[src/shared/mco_pkg.sv]
// Package: register map, field positions, reset values and wait table of the main clock control
package mco_pkg;

  // ----------------------------------------------------------------
  // Register byte addresses
  // ----------------------------------------------------------------
  localparam int          MCO_AW            = 20;
  localparam logic [19:0] MCO_ADDR_RUN_CTRL = 20'hFFFA1;
  localparam logic [19:0] MCO_ADDR_STAB_STS = 20'hFFFA2;
  localparam logic [19:0] MCO_ADDR_STAB_SEL = 20'hFFFA3;
  localparam logic [19:0] MCO_ADDR_CLK_SEL  = 20'hFFFA4;

  // ----------------------------------------------------------------
  // Field positions
  // ----------------------------------------------------------------
  localparam int MCO_RUN_XSTOP_BIT  = 7;
  localparam int MCO_RUN_ONE_BIT    = 6;
  localparam int MCO_RUN_FSTOP_BIT  = 0;
  localparam int MCO_SEL_STATUS_BIT = 5;
  localparam int MCO_SEL_SELECT_BIT = 4;
  localparam int MCO_WAIT_SEL_W     = 3;

  // ----------------------------------------------------------------
  // Reset values
  // ----------------------------------------------------------------
  localparam logic [7:0] MCO_RST_RUN_CTRL = 8'hC0;
  localparam logic [7:0] MCO_RST_STAB_STS = 8'h00;
  localparam logic [7:0] MCO_RST_STAB_SEL = 8'h07;
  localparam logic [7:0] MCO_RST_CLK_SEL  = 8'h00;
  localparam logic [7:0] MCO_RD_UNMAPPED  = 8'h00;

  // ----------------------------------------------------------------
  // Stabilization waits in crystal cycles, indexed by wait select
  // ----------------------------------------------------------------
  localparam int          MCO_CNT_W = 19;
  localparam logic [18:0] MCO_WAIT_CYC [0:7] = '{
    19'h00100, 19'h00200, 19'h00400, 19'h00800,
    19'h02000, 19'h08000, 19'h20000, 19'h40000
  };

  // ----------------------------------------------------------------
  // Source switch timing
  // ----------------------------------------------------------------
  localparam logic [1:0] MCO_QUIET_CYC = 2'h2;

  typedef enum logic [1:0] {
    MCO_SW_RUN   = 2'b00,
    MCO_SW_QUIET = 2'b01,
    MCO_SW_SWAP  = 2'b10
  } mco_sw_state_t;

endpackage

[src/core/mco_main_clock_ctrl.sv]
// Main clock source selection, oscillator run control and stabilization wait
//
// The implementer's own choice: strobed register access.
`timescale 1ns/1ps

// What this block does
// Select bit 1 picks high-speed system clock
// Select bit 0 picks fast on-chip clock
// Read-only status bit 5 shows active source
// Halve on-chip output at 48 MHz only
// Software writes zero to unused select bits
// Peripherals follow CPU clock change together
// Software orders motor timer gate around switches
// Run control resets C0H, bit 6 reads 1
// Crystal stop bit runs or stops high-speed source
// On-chip stop bit runs or stops fast oscillator
// Software sets pin mode before run control
// Software sets wait select before starting crystal
// Software never stops the active oscillator
// Status cleared by reset, STOP, crystal stop
// Counter starts on crystal start or STOP release
// Flags set in order, then stay set
// Counter stops at selected wait time
// Software picks wait beyond checked count
// Wait select codes map to eight waits
// Crystal use withheld until wait elapses
// Wait select resets 07H, byte writes only
// Wait counts only real oscillator cycles
// Software polls status before switching to crystal
// Glitch-free switch, status follows real source
module mco_main_clock_ctrl (
  // Clock and reset
  input  wire logic                          clk_sys,
  input  wire logic                          resetn,
  // Register port
  input  wire logic [mco_pkg::MCO_AW-1:0]    reg_addr,
  input  wire logic [7:0]                    reg_wdata,
  input  wire logic                          reg_wr,
  input  wire logic                          reg_rd,
  output logic      [7:0]                    reg_rdata,
  // CPU and option settings
  input  wire logic                          stop_mode,
  input  wire logic                          external_clock_pin_mode,
  input  wire logic                          oscillator_pin_select,
  input  wire logic                          onchip_raw_is_48mhz,
  // Crystal input pin
  input  wire logic                          crystal_input,
  // Oscillator controls
  output logic                               crystal_osc_enable,
  output logic                               ext_clock_accept,
  output logic                               onchip_fast_osc_enable,
  output logic                               fast_osc_halve,
  // Main clock switch
  output logic                               main_clock_from_crystal,
  output logic                               main_clock_gate_en,
  output logic                               high_speed_clock_ready
);
  import mco_pkg::*;

  // ----------------------------------------------------------------
  // Registers
  // ----------------------------------------------------------------
  logic                      crystal_stop_ff;
  logic                      nxt_crystal_stop;
  logic                      onchip_fast_osc_stop_ff;
  logic                      nxt_onchip_fast_osc_stop;
  logic [MCO_WAIT_SEL_W-1:0] wait_sel_ff;
  logic [MCO_WAIT_SEL_W-1:0] nxt_wait_sel;
  logic                      main_clock_select_ff;
  logic                      nxt_main_clock_select;
  logic                      main_clock_status_ff;
  logic                      nxt_main_clock_status;
  logic [7:0]                rdata_ff;
  logic [7:0]                nxt_rdata;
  logic                      halve_ff;
  logic                      ready_ff;
  logic                      nxt_ready;
  logic                      xtal_d_ff;
  mco_sw_state_t             sw_state_ff;
  mco_sw_state_t             nxt_sw_state;
  logic [1:0]                quiet_ff;
  logic [1:0]                nxt_quiet;
  logic                      gate_ff;
  logic                      nxt_gate;

  // ----------------------------------------------------------------
  // Address decode
  // ----------------------------------------------------------------
  wire hit_run  = (reg_addr == MCO_ADDR_RUN_CTRL);
  wire hit_sts  = (reg_addr == MCO_ADDR_STAB_STS);
  wire hit_wsel = (reg_addr == MCO_ADDR_STAB_SEL);
  wire hit_csel = (reg_addr == MCO_ADDR_CLK_SEL);
  wire wr_run   = reg_wr & hit_run;
  wire wr_wsel  = reg_wr & hit_wsel;
  wire wr_csel  = reg_wr & hit_csel;

  // ----------------------------------------------------------------
  // Pin modes and oscillator run state
  // ----------------------------------------------------------------
  wire mode_xtal    = oscillator_pin_select & ~external_clock_pin_mode;
  wire mode_ext     = oscillator_pin_select & external_clock_pin_mode;
  wire hs_pin_mode  = oscillator_pin_select;
  wire hs_running   = hs_pin_mode & ~crystal_stop_ff & ~stop_mode;
  wire fast_running = ~onchip_fast_osc_stop_ff & ~stop_mode;

  // Setting the crystal stop bit clears the status at once
  wire xstop_set    = wr_run & reg_wdata[MCO_RUN_XSTOP_BIT];
  wire stab_clear   = stop_mode | xstop_set;
  wire stab_run     = mode_xtal & hs_running;

  // ----------------------------------------------------------------
  // Crystal pin sampling
  // ----------------------------------------------------------------
  logic xtal_s;
  wire  xtal_tick = xtal_s & ~xtal_d_ff;

  mco_sync2 #(
    .W (1)
  ) u_xtal_sync (
    .clk_sys  (clk_sys),
    .resetn   (resetn),
    .async_in (crystal_input),
    .sync_out (xtal_s)
  );

  logic [7:0] stab_flags;
  logic       stab_reached;

  mco_stab_counter u_stab (
    .clk_sys   (clk_sys),
    .resetn    (resetn),
    .clear     (stab_clear),
    .run       (stab_run),
    .xtal_tick (xtal_tick),
    .wait_sel  (wait_sel_ff),
    .flags     (stab_flags),
    .reached   (stab_reached)
  );

  // ----------------------------------------------------------------
  // High-speed clock usable
  // ----------------------------------------------------------------
  // Crystal use is held off until the counter reaches the chosen wait
  assign nxt_ready = hs_running & (mode_ext | (mode_xtal & stab_reached & ~stab_clear));

  // ----------------------------------------------------------------
  // Register write paths
  // ----------------------------------------------------------------
  assign nxt_crystal_stop         = wr_run ? reg_wdata[MCO_RUN_XSTOP_BIT]
                                           : crystal_stop_ff;
  assign nxt_onchip_fast_osc_stop = wr_run ? reg_wdata[MCO_RUN_FSTOP_BIT]
                                           : onchip_fast_osc_stop_ff;
  assign nxt_wait_sel             = wr_wsel ? reg_wdata[MCO_WAIT_SEL_W-1:0]
                                            : wait_sel_ff;
  // Status bit is not taken from the write data
  assign nxt_main_clock_select    = wr_csel ? reg_wdata[MCO_SEL_SELECT_BIT]
                                            : main_clock_select_ff;

  // ----------------------------------------------------------------
  // Read data
  // ----------------------------------------------------------------
  logic [7:0] rd_run;
  logic [7:0] rd_wsel;
  logic [7:0] rd_csel;

  always_comb begin
    rd_run                    = MCO_RST_RUN_CTRL & 8'h40;
    rd_run[MCO_RUN_ONE_BIT]   = 1'b1;
    rd_run[MCO_RUN_XSTOP_BIT] = crystal_stop_ff;
    rd_run[MCO_RUN_FSTOP_BIT] = onchip_fast_osc_stop_ff;
    rd_wsel                   = 8'h00;
    rd_wsel[MCO_WAIT_SEL_W-1:0] = wait_sel_ff;
    rd_csel                   = 8'h00;
    rd_csel[MCO_SEL_STATUS_BIT] = main_clock_status_ff;
    rd_csel[MCO_SEL_SELECT_BIT] = main_clock_select_ff;
  end

  assign nxt_rdata = !reg_rd  ? MCO_RD_UNMAPPED :
                     hit_run  ? rd_run          :
                     hit_sts  ? stab_flags      :
                     hit_wsel ? rd_wsel         :
                     hit_csel ? rd_csel         : MCO_RD_UNMAPPED;

  // ----------------------------------------------------------------
  // Glitch-free source switch
  // ----------------------------------------------------------------
  // The target must be running (crystal: stabilized) before the swap;
  // the main clock is gated off around the select change.
  wire target_ok = main_clock_select_ff ? ready_ff : fast_running;
  wire want_swap = (main_clock_select_ff != main_clock_status_ff) & target_ok;

  always_comb begin
    nxt_sw_state          = sw_state_ff;
    nxt_quiet             = quiet_ff;
    nxt_gate              = gate_ff;
    nxt_main_clock_status = main_clock_status_ff;
    unique case (sw_state_ff)
      MCO_SW_RUN: begin
        if (want_swap) begin
          nxt_gate     = 1'b0;
          nxt_quiet    = MCO_QUIET_CYC;
          nxt_sw_state = MCO_SW_QUIET;
        end
      end
      MCO_SW_QUIET: begin
        if (quiet_ff == 2'h1) begin
          nxt_sw_state = MCO_SW_SWAP;
        end
        nxt_quiet = quiet_ff - 2'h1;
      end
      MCO_SW_SWAP: begin
        // Status flips only when the new source reaches the output
        nxt_main_clock_status = ~main_clock_status_ff;
        nxt_gate              = 1'b1;
        nxt_sw_state          = MCO_SW_RUN;
      end
      default: begin
        nxt_gate     = 1'b1;
        nxt_sw_state = MCO_SW_RUN;
      end
    endcase
  end

  // ----------------------------------------------------------------
  // Flip-flops
  // ----------------------------------------------------------------
  always_ff @(posedge clk_sys or negedge resetn) begin
    if (!resetn) begin
      crystal_stop_ff         <= MCO_RST_RUN_CTRL[MCO_RUN_XSTOP_BIT];
      onchip_fast_osc_stop_ff <= MCO_RST_RUN_CTRL[MCO_RUN_FSTOP_BIT];
      wait_sel_ff             <= MCO_RST_STAB_SEL[MCO_WAIT_SEL_W-1:0];
      main_clock_select_ff    <= MCO_RST_CLK_SEL[MCO_SEL_SELECT_BIT];
      main_clock_status_ff    <= MCO_RST_CLK_SEL[MCO_SEL_STATUS_BIT];
    end else begin
      crystal_stop_ff         <= nxt_crystal_stop;
      onchip_fast_osc_stop_ff <= nxt_onchip_fast_osc_stop;
      wait_sel_ff             <= nxt_wait_sel;
      main_clock_select_ff    <= nxt_main_clock_select;
      main_clock_status_ff    <= nxt_main_clock_status;
    end
  end

  always_ff @(posedge clk_sys or negedge resetn) begin
    if (!resetn) begin
      sw_state_ff <= MCO_SW_RUN;
      quiet_ff    <= 2'h0;
      gate_ff     <= 1'b1;
      ready_ff    <= 1'b0;
      xtal_d_ff   <= 1'b0;
      rdata_ff    <= MCO_RD_UNMAPPED;
      halve_ff    <= 1'b0;
    end else begin
      sw_state_ff <= nxt_sw_state;
      quiet_ff    <= nxt_quiet;
      gate_ff     <= nxt_gate;
      ready_ff    <= nxt_ready;
      xtal_d_ff   <= xtal_s;
      rdata_ff    <= nxt_rdata;
      halve_ff    <= onchip_raw_is_48mhz;
    end
  end

  // ----------------------------------------------------------------
  // Outputs
  // ----------------------------------------------------------------
  assign reg_rdata               = rdata_ff;
  assign crystal_osc_enable      = mode_xtal & hs_running;
  assign ext_clock_accept        = mode_ext & hs_running;
  assign onchip_fast_osc_enable  = fast_running;
  assign fast_osc_halve          = halve_ff;
  // CPU and peripheral clocks share this select and gate
  assign main_clock_from_crystal = main_clock_status_ff;
  assign main_clock_gate_en      = gate_ff;
  assign high_speed_clock_ready  = ready_ff;

endmodule

[src/core/mco_sync2.sv]
// Two-flop synchroniser for levels arriving from outside the clock domain
`timescale 1ns/1ps
module mco_sync2 #(
  parameter int W = 1
) (
  // Clock and reset
  input  wire logic         clk_sys,
  input  wire logic         resetn,
  // Data
  input  wire logic [W-1:0] async_in,
  output logic      [W-1:0] sync_out
);

  logic [W-1:0] meta_ff;
  logic [W-1:0] sync_ff;

  always_ff @(posedge clk_sys or negedge resetn) begin
    if (!resetn) begin
      meta_ff <= '0;
      sync_ff <= '0;
    end else begin
      meta_ff <= async_in;
      sync_ff <= meta_ff;
    end
  end

  assign sync_out = sync_ff;

endmodule

[src/core/mco_stab_counter.sv]
// Crystal stabilization counter with progressive sticky status flags
`timescale 1ns/1ps
module mco_stab_counter (
  // Clock and reset
  input  wire logic                            clk_sys,
  input  wire logic                            resetn,
  // Control
  input  wire logic                            clear,
  input  wire logic                            run,
  input  wire logic                            xtal_tick,
  input  wire logic [mco_pkg::MCO_WAIT_SEL_W-1:0] wait_sel,
  // Status
  output logic      [7:0]                      flags,
  output logic                                 reached
);
  import mco_pkg::*;

  logic [MCO_CNT_W-1:0] count_ff;
  logic [MCO_CNT_W-1:0] nxt_count;
  logic [7:0]           flags_ff;
  logic [7:0]           nxt_flags;
  logic [MCO_CNT_W-1:0] limit;
  logic                 at_limit;
  logic                 step;

  // ----------------------------------------------------------------
  // Count control
  // ----------------------------------------------------------------
  assign limit     = MCO_WAIT_CYC[wait_sel];
  assign at_limit  = (count_ff >= limit);
  assign step      = run & xtal_tick & ~at_limit;
  assign nxt_count = clear ? '0 : (step ? count_ff + MCO_CNT_W'(1'b1) : count_ff);

  // Flag 7 marks the shortest wait, flag 0 the longest
  genvar k;
  generate
    for (k = 0; k < 8; k++) begin : g_flag
      assign nxt_flags[7-k] = ~clear & (flags_ff[7-k] | (count_ff >= MCO_WAIT_CYC[k]));
    end
  endgenerate

  always_ff @(posedge clk_sys or negedge resetn) begin
    if (!resetn) begin
      count_ff <= '0;
      flags_ff <= MCO_RST_STAB_STS;
    end else begin
      count_ff <= nxt_count;
      flags_ff <= nxt_flags;
    end
  end

  assign flags   = flags_ff;
  assign reached = at_limit;

endmodule

[config.mk]
export PLATFORM = sky130hd
export DESIGN_NAME = mco_main_clock_ctrl
export DESIGN_NICKNAME = d
export VERILOG_FILES = /design/src/shared/mco_pkg.sv /design/src/core/mco_main_clock_ctrl.sv /design/src/core/mco_sync2.sv /design/src/core/mco_stab_counter.sv
export SDC_FILE = /design/constraint.sdc
export NUM_CORES = 1
export LEC_CHECK = 0
export BUFFER_PORTS_ARGS = -buffer_cell sky130_fd_sc_hd__buf_2
export CAP_MARGIN = 5
export CORE_MARGIN = 5
export CORE_UTILIZATION = 33
export DETAILED_ROUTE_END_ITERATION = 16
export PLACE_DENSITY = 0.55
export SYNTH_ARGS = -nofsm -noshare
export SYNTH_HDL_FRONTEND = slang
export SYNTH_HIERARCHICAL = 1
export SYNTH_SLANG_ARGS = --single-unit
[constraint.sdc]
create_clock -name clk_sys -period 3.2 [get_ports clk_sys]
set_clock_uncertainty 0.2 [all_clocks]
set_input_delay 0.64 -clock clk_sys [delete_from_list [all_inputs] [get_ports clk_sys]]
set_output_delay 0.64 -clock clk_sys [all_outputs]
set_load 0.1 [all_outputs]
==> metrics.md <==
| Metric | Value |
|---|---|
| Critical path type | flop to flop |
| Largest net degree at the start of global routing | 29 |
| FF-to-FF Start | wait_sel_ff[2]$_DFFE_PN1P_ |
| Vias in the first global route | approximately 2300 |
| Cell Rows | 33 |
| Via density | 5.12 |
| Simple-gate share of the synthesized area | 26.9% |
| Final min period | roughly 2.9 ns |
| Global-route wire length before repair | 10700 um |
| Antenna violations before repair | 0 |
| Yosys warns | 6 |
| PwrDens | between 400 and 500 nW/um2 |
| Total global routing overflow | 0 |
| Initial core utilization | around 34% |
| I/O pin count | 52 |
| CTS root buf | clkbuf_8 |
| Deepest clock path buffer count | 2 |
| Die footprint | a little over 10000 um2 |
| CTS sink cnt | 52 |
| EDFF count, synth | 0 |
| Slew HR | a little under three fifths |
| Antenna-violating nets left | 0 |
| Post-DP HPWL | 4830 um |
| Largest family of logic cells by synthesized area | simple AND/OR/NAND/NOR gates |
| Mux contribution to synthesized area | between 2 and 2.5% |
| Xor/xnor share of the synthesized area | between 4 and 5% |
| Clock transition at path regs | 0.10 ns |
| Port Buffers | 48 |
| Worst Max-Slew Pin Slew | approximately 0.66 ns |
| Post-route setup slack | roughly 0.33 ns |
| Final Setup Violations | 0 |
| Area Growth Syn to Fin | 18.6% |
| Clk Latency, worst-skew pair | 0.31 ns |
| Net count after synthesis | 319 |
| Post-Synth Adder-Cell Area | 4.95% |
| #FFs+latches synth | between 50 and 60 |
| Post-synthesis sequential area ratio | 47.1% |
| Total GRT Usage | 12.8% |
| WP data required | around 3.2 ns |
| Post-synthesis compound-gate area fraction | a little under an eighth |
| GPL Wtd Cong | 0.759 |
| Worst EP arrival | 2.90 ns |
| Drt total wl | 6270 um |
| # Max-Cap Violations | 0 |
| Antenna cells | 0 |
| Startpoint types | flop |
| CTS H-Tree Depth | 2 |
| Pleak | 0.00143 uW |
| Ys flop type | dfrtp_1 |
| Inserted Clock Buffers | 5 |
| Fin nets | 376 |
| Initial DRT Pass Iterations | 4 |
| # Post-CTS Setup Buffers | 0 |
| VDD IR-drop max | 0.178 mV |
| Cells after synthesis | 271 |
| Count of different cell masters after synthesis | 54 |
| Share of cells above drive strength 1 | ~27% |
| Average wire per standard cell | 14.4 um |
| Status | complete, no violations |
| 1st-iter DRT viols | 56 |
| Mapped Avg Cell Area | 10.2 um2 |
| Unrepaired setup endpoints after global routing | no |
| Final hold vios | 0 |
| Die width | between 100 and 150 um |
| Final worst path period share | 89.6% |
| Via count | 2223 |
| Pins over their slew limit | 0 |
| Post-synth ARST share | between 90% and 100% |
| Endpoint type of the worst setup path | flop |
| Post-Syn Area | 2780 um2 |
| Final TNS setup | 0 ns |
| Core box area | slightly above 8000 um2 |
| Hold_sp | u_xtal_sync/meta_ff$_DFF_PN0_ |
| Critical Path Source | wait_sel_ff[2]$_DFFE_PN1P_ |
| FMAX | 0.349 GHz |
| DR DRC count | 0 |
| Post-place setup slack | between 0.3 and 0.4 ns |
| Die span in y | 102 um |
| CP max FO | 9 |
| CTS tree | done |
| Class of the worst hold path | flop to flop |
[kinds of logic after synthesis]
group / after synthesis
multiplexers: 6
buffers and inverters: 16
flip-flops: 52
XOR/XNOR: 14
AO/OA/AOI/OAI: 47
adder cells (fa/ha/maj): 11
AND/OR/NAND/NOR: 125
[sequential cells by signal (all words and copies together) (netlist names), 2 cells and up]
signal / count
u_stab/count_ff: 19
quiet_ff: 2
sw_state_ff: 2
wait_sel_ff: 3
reg_rdata: 8
u_stab/flags: 8
[repair_timing]
action,4_1_cts,5_1_grt
endpoints found under the hold margin,8,0
resized for setup,0,0
hold buffers,1,0
[metal layers]
| metal | vias to the layer above | part of all wire, % | GRT usage [%] |
|---|---|---|---|
| met1 | 1059 | 46 | 16.3 |
| li1 | 1108 | - | - |
| met3 | 5 | 6.1 | 3.10 |
| met4 | 0 | 0.86 | 3.27 |
| met2 | 51 | 47 | 21.9 |
| met5 | - | 0 | 0 |
[critical path, cell delays in order (launching register included)]
cell	delay (ns)
dfstp_2	0.54
buf_4	0.15
nand3_1	0.08
ha_1	0.34
a21o_1	0.20
a31oi_2	0.25
nand4_1	0.33
or4_1	0.55
a21oi_1	0.15
[cells in the mapped netlist, types with 5 or more instances]
| library cell | n | area [um2] |
|---|---|---|
| dfrtp_1 | 47 | 1180 |
| nand3_1 | 9 | 45.0 |
| a21oi_1 | 15 | 75.1 |
| clkbuf_1 | 6 | 22.5 |
| nand4_1 | 12 | 75.1 |
| nor2_1 | 38 | 143 |
| or4_1 | 5 | 37.5 |
| a211oi_1 | 7 | 52.6 |
| nand3b_1 | 6 | 45.0 |
| nand2_1 | 16 | 60.1 |
| xnor2_1 | 14 | 123 |
| mux2_2 | 6 | 67.6 |
| inv_1 | 8 | 30.0 |
| dfstp_2 | 5 | 131 |
| a22oi_1 | 5 | 37.5 |
| ha_1 | 11 | 138 |
[metrics by stage]
step / hold WS [ns] / std cells / util (%) / area, um2 / total power [uW]
2_1_floorplan: 0.131 / 271 / - / 2790 / 932
3_3_place_gp: 0.135 / 425 / 38.8 / 3190 / 1010
5_1_grt: 0.179 / 434 / 40.1 / 3290 / 1470
6_report: 0.159 / 434 / 40.1 / 3290 / 1390
4_1_cts: 0.162 / 434 / 40.1 / 3290 / 1420
3_5_place_dp: 0.137 / 425 / 38.8 / 3190 / 1010
[final cells by class]
class	instances	area (um2)
tap	105	131
clock buffer	5	68.8
multi-input combinational	203	1410
fill	854	4920
timing repair buffer	58	318
sequential	52	1310
inverter	8	30.0
clock inverter	3	27.5
[path summary, 6_finish.rpt]
check / to / slack [ns] / cells past startpoint
max: u_stab/count_ff[12]$_DFFE_PN0P_ / 0.33 / 8
min: u_xtal_sync/sync_out$_DFF_PN0_ / 0.16 / 0
max reg2reg: u_stab/count_ff[12]$_DFFE_PN0P_ / 0.33 / 8
min reg2reg: u_xtal_sync/sync_out$_DFF_PN0_ / 0.16 / 0
max in group asynchronous: wait_sel_ff[0]$_DFFE_PN1P_ / 1.65 / 3
min in group asynchronous: xtal_d_ff$_DFF_PN0_ / 0.49 / 2
[cells in the final DEF (no fill, tap or decap), types with 3 or more instances in the layout]
master and count:
o31ai_1 4, or4_1 5, xnor2_1 14, nand3_1 9
nand2b_1 4, a21oi_1 15, nand4_1 12, nand3b_1 6
inv_1 8, ha_1 11, nand4b_1 4, buf_4 9
mux2_2 6, dfstp_2 5, buf_2 48, a211oi_1 7
dfrtp_1 47, nor4b_1 3, and3_1 3, nor2_1 38
nor3_1 3, or3_1 3, clkbuf_8 5, a22oi_1 5
nand2_1 16
[power breakdown]
group / switching, uW / internal (uW) / total [uW]
sequential: 26.7 / 699 / 725
combinational: 191 / 79.3 / 270
clock: 234 / 161 / 395
No activity file was read; power rests on OpenSTA's default activity.
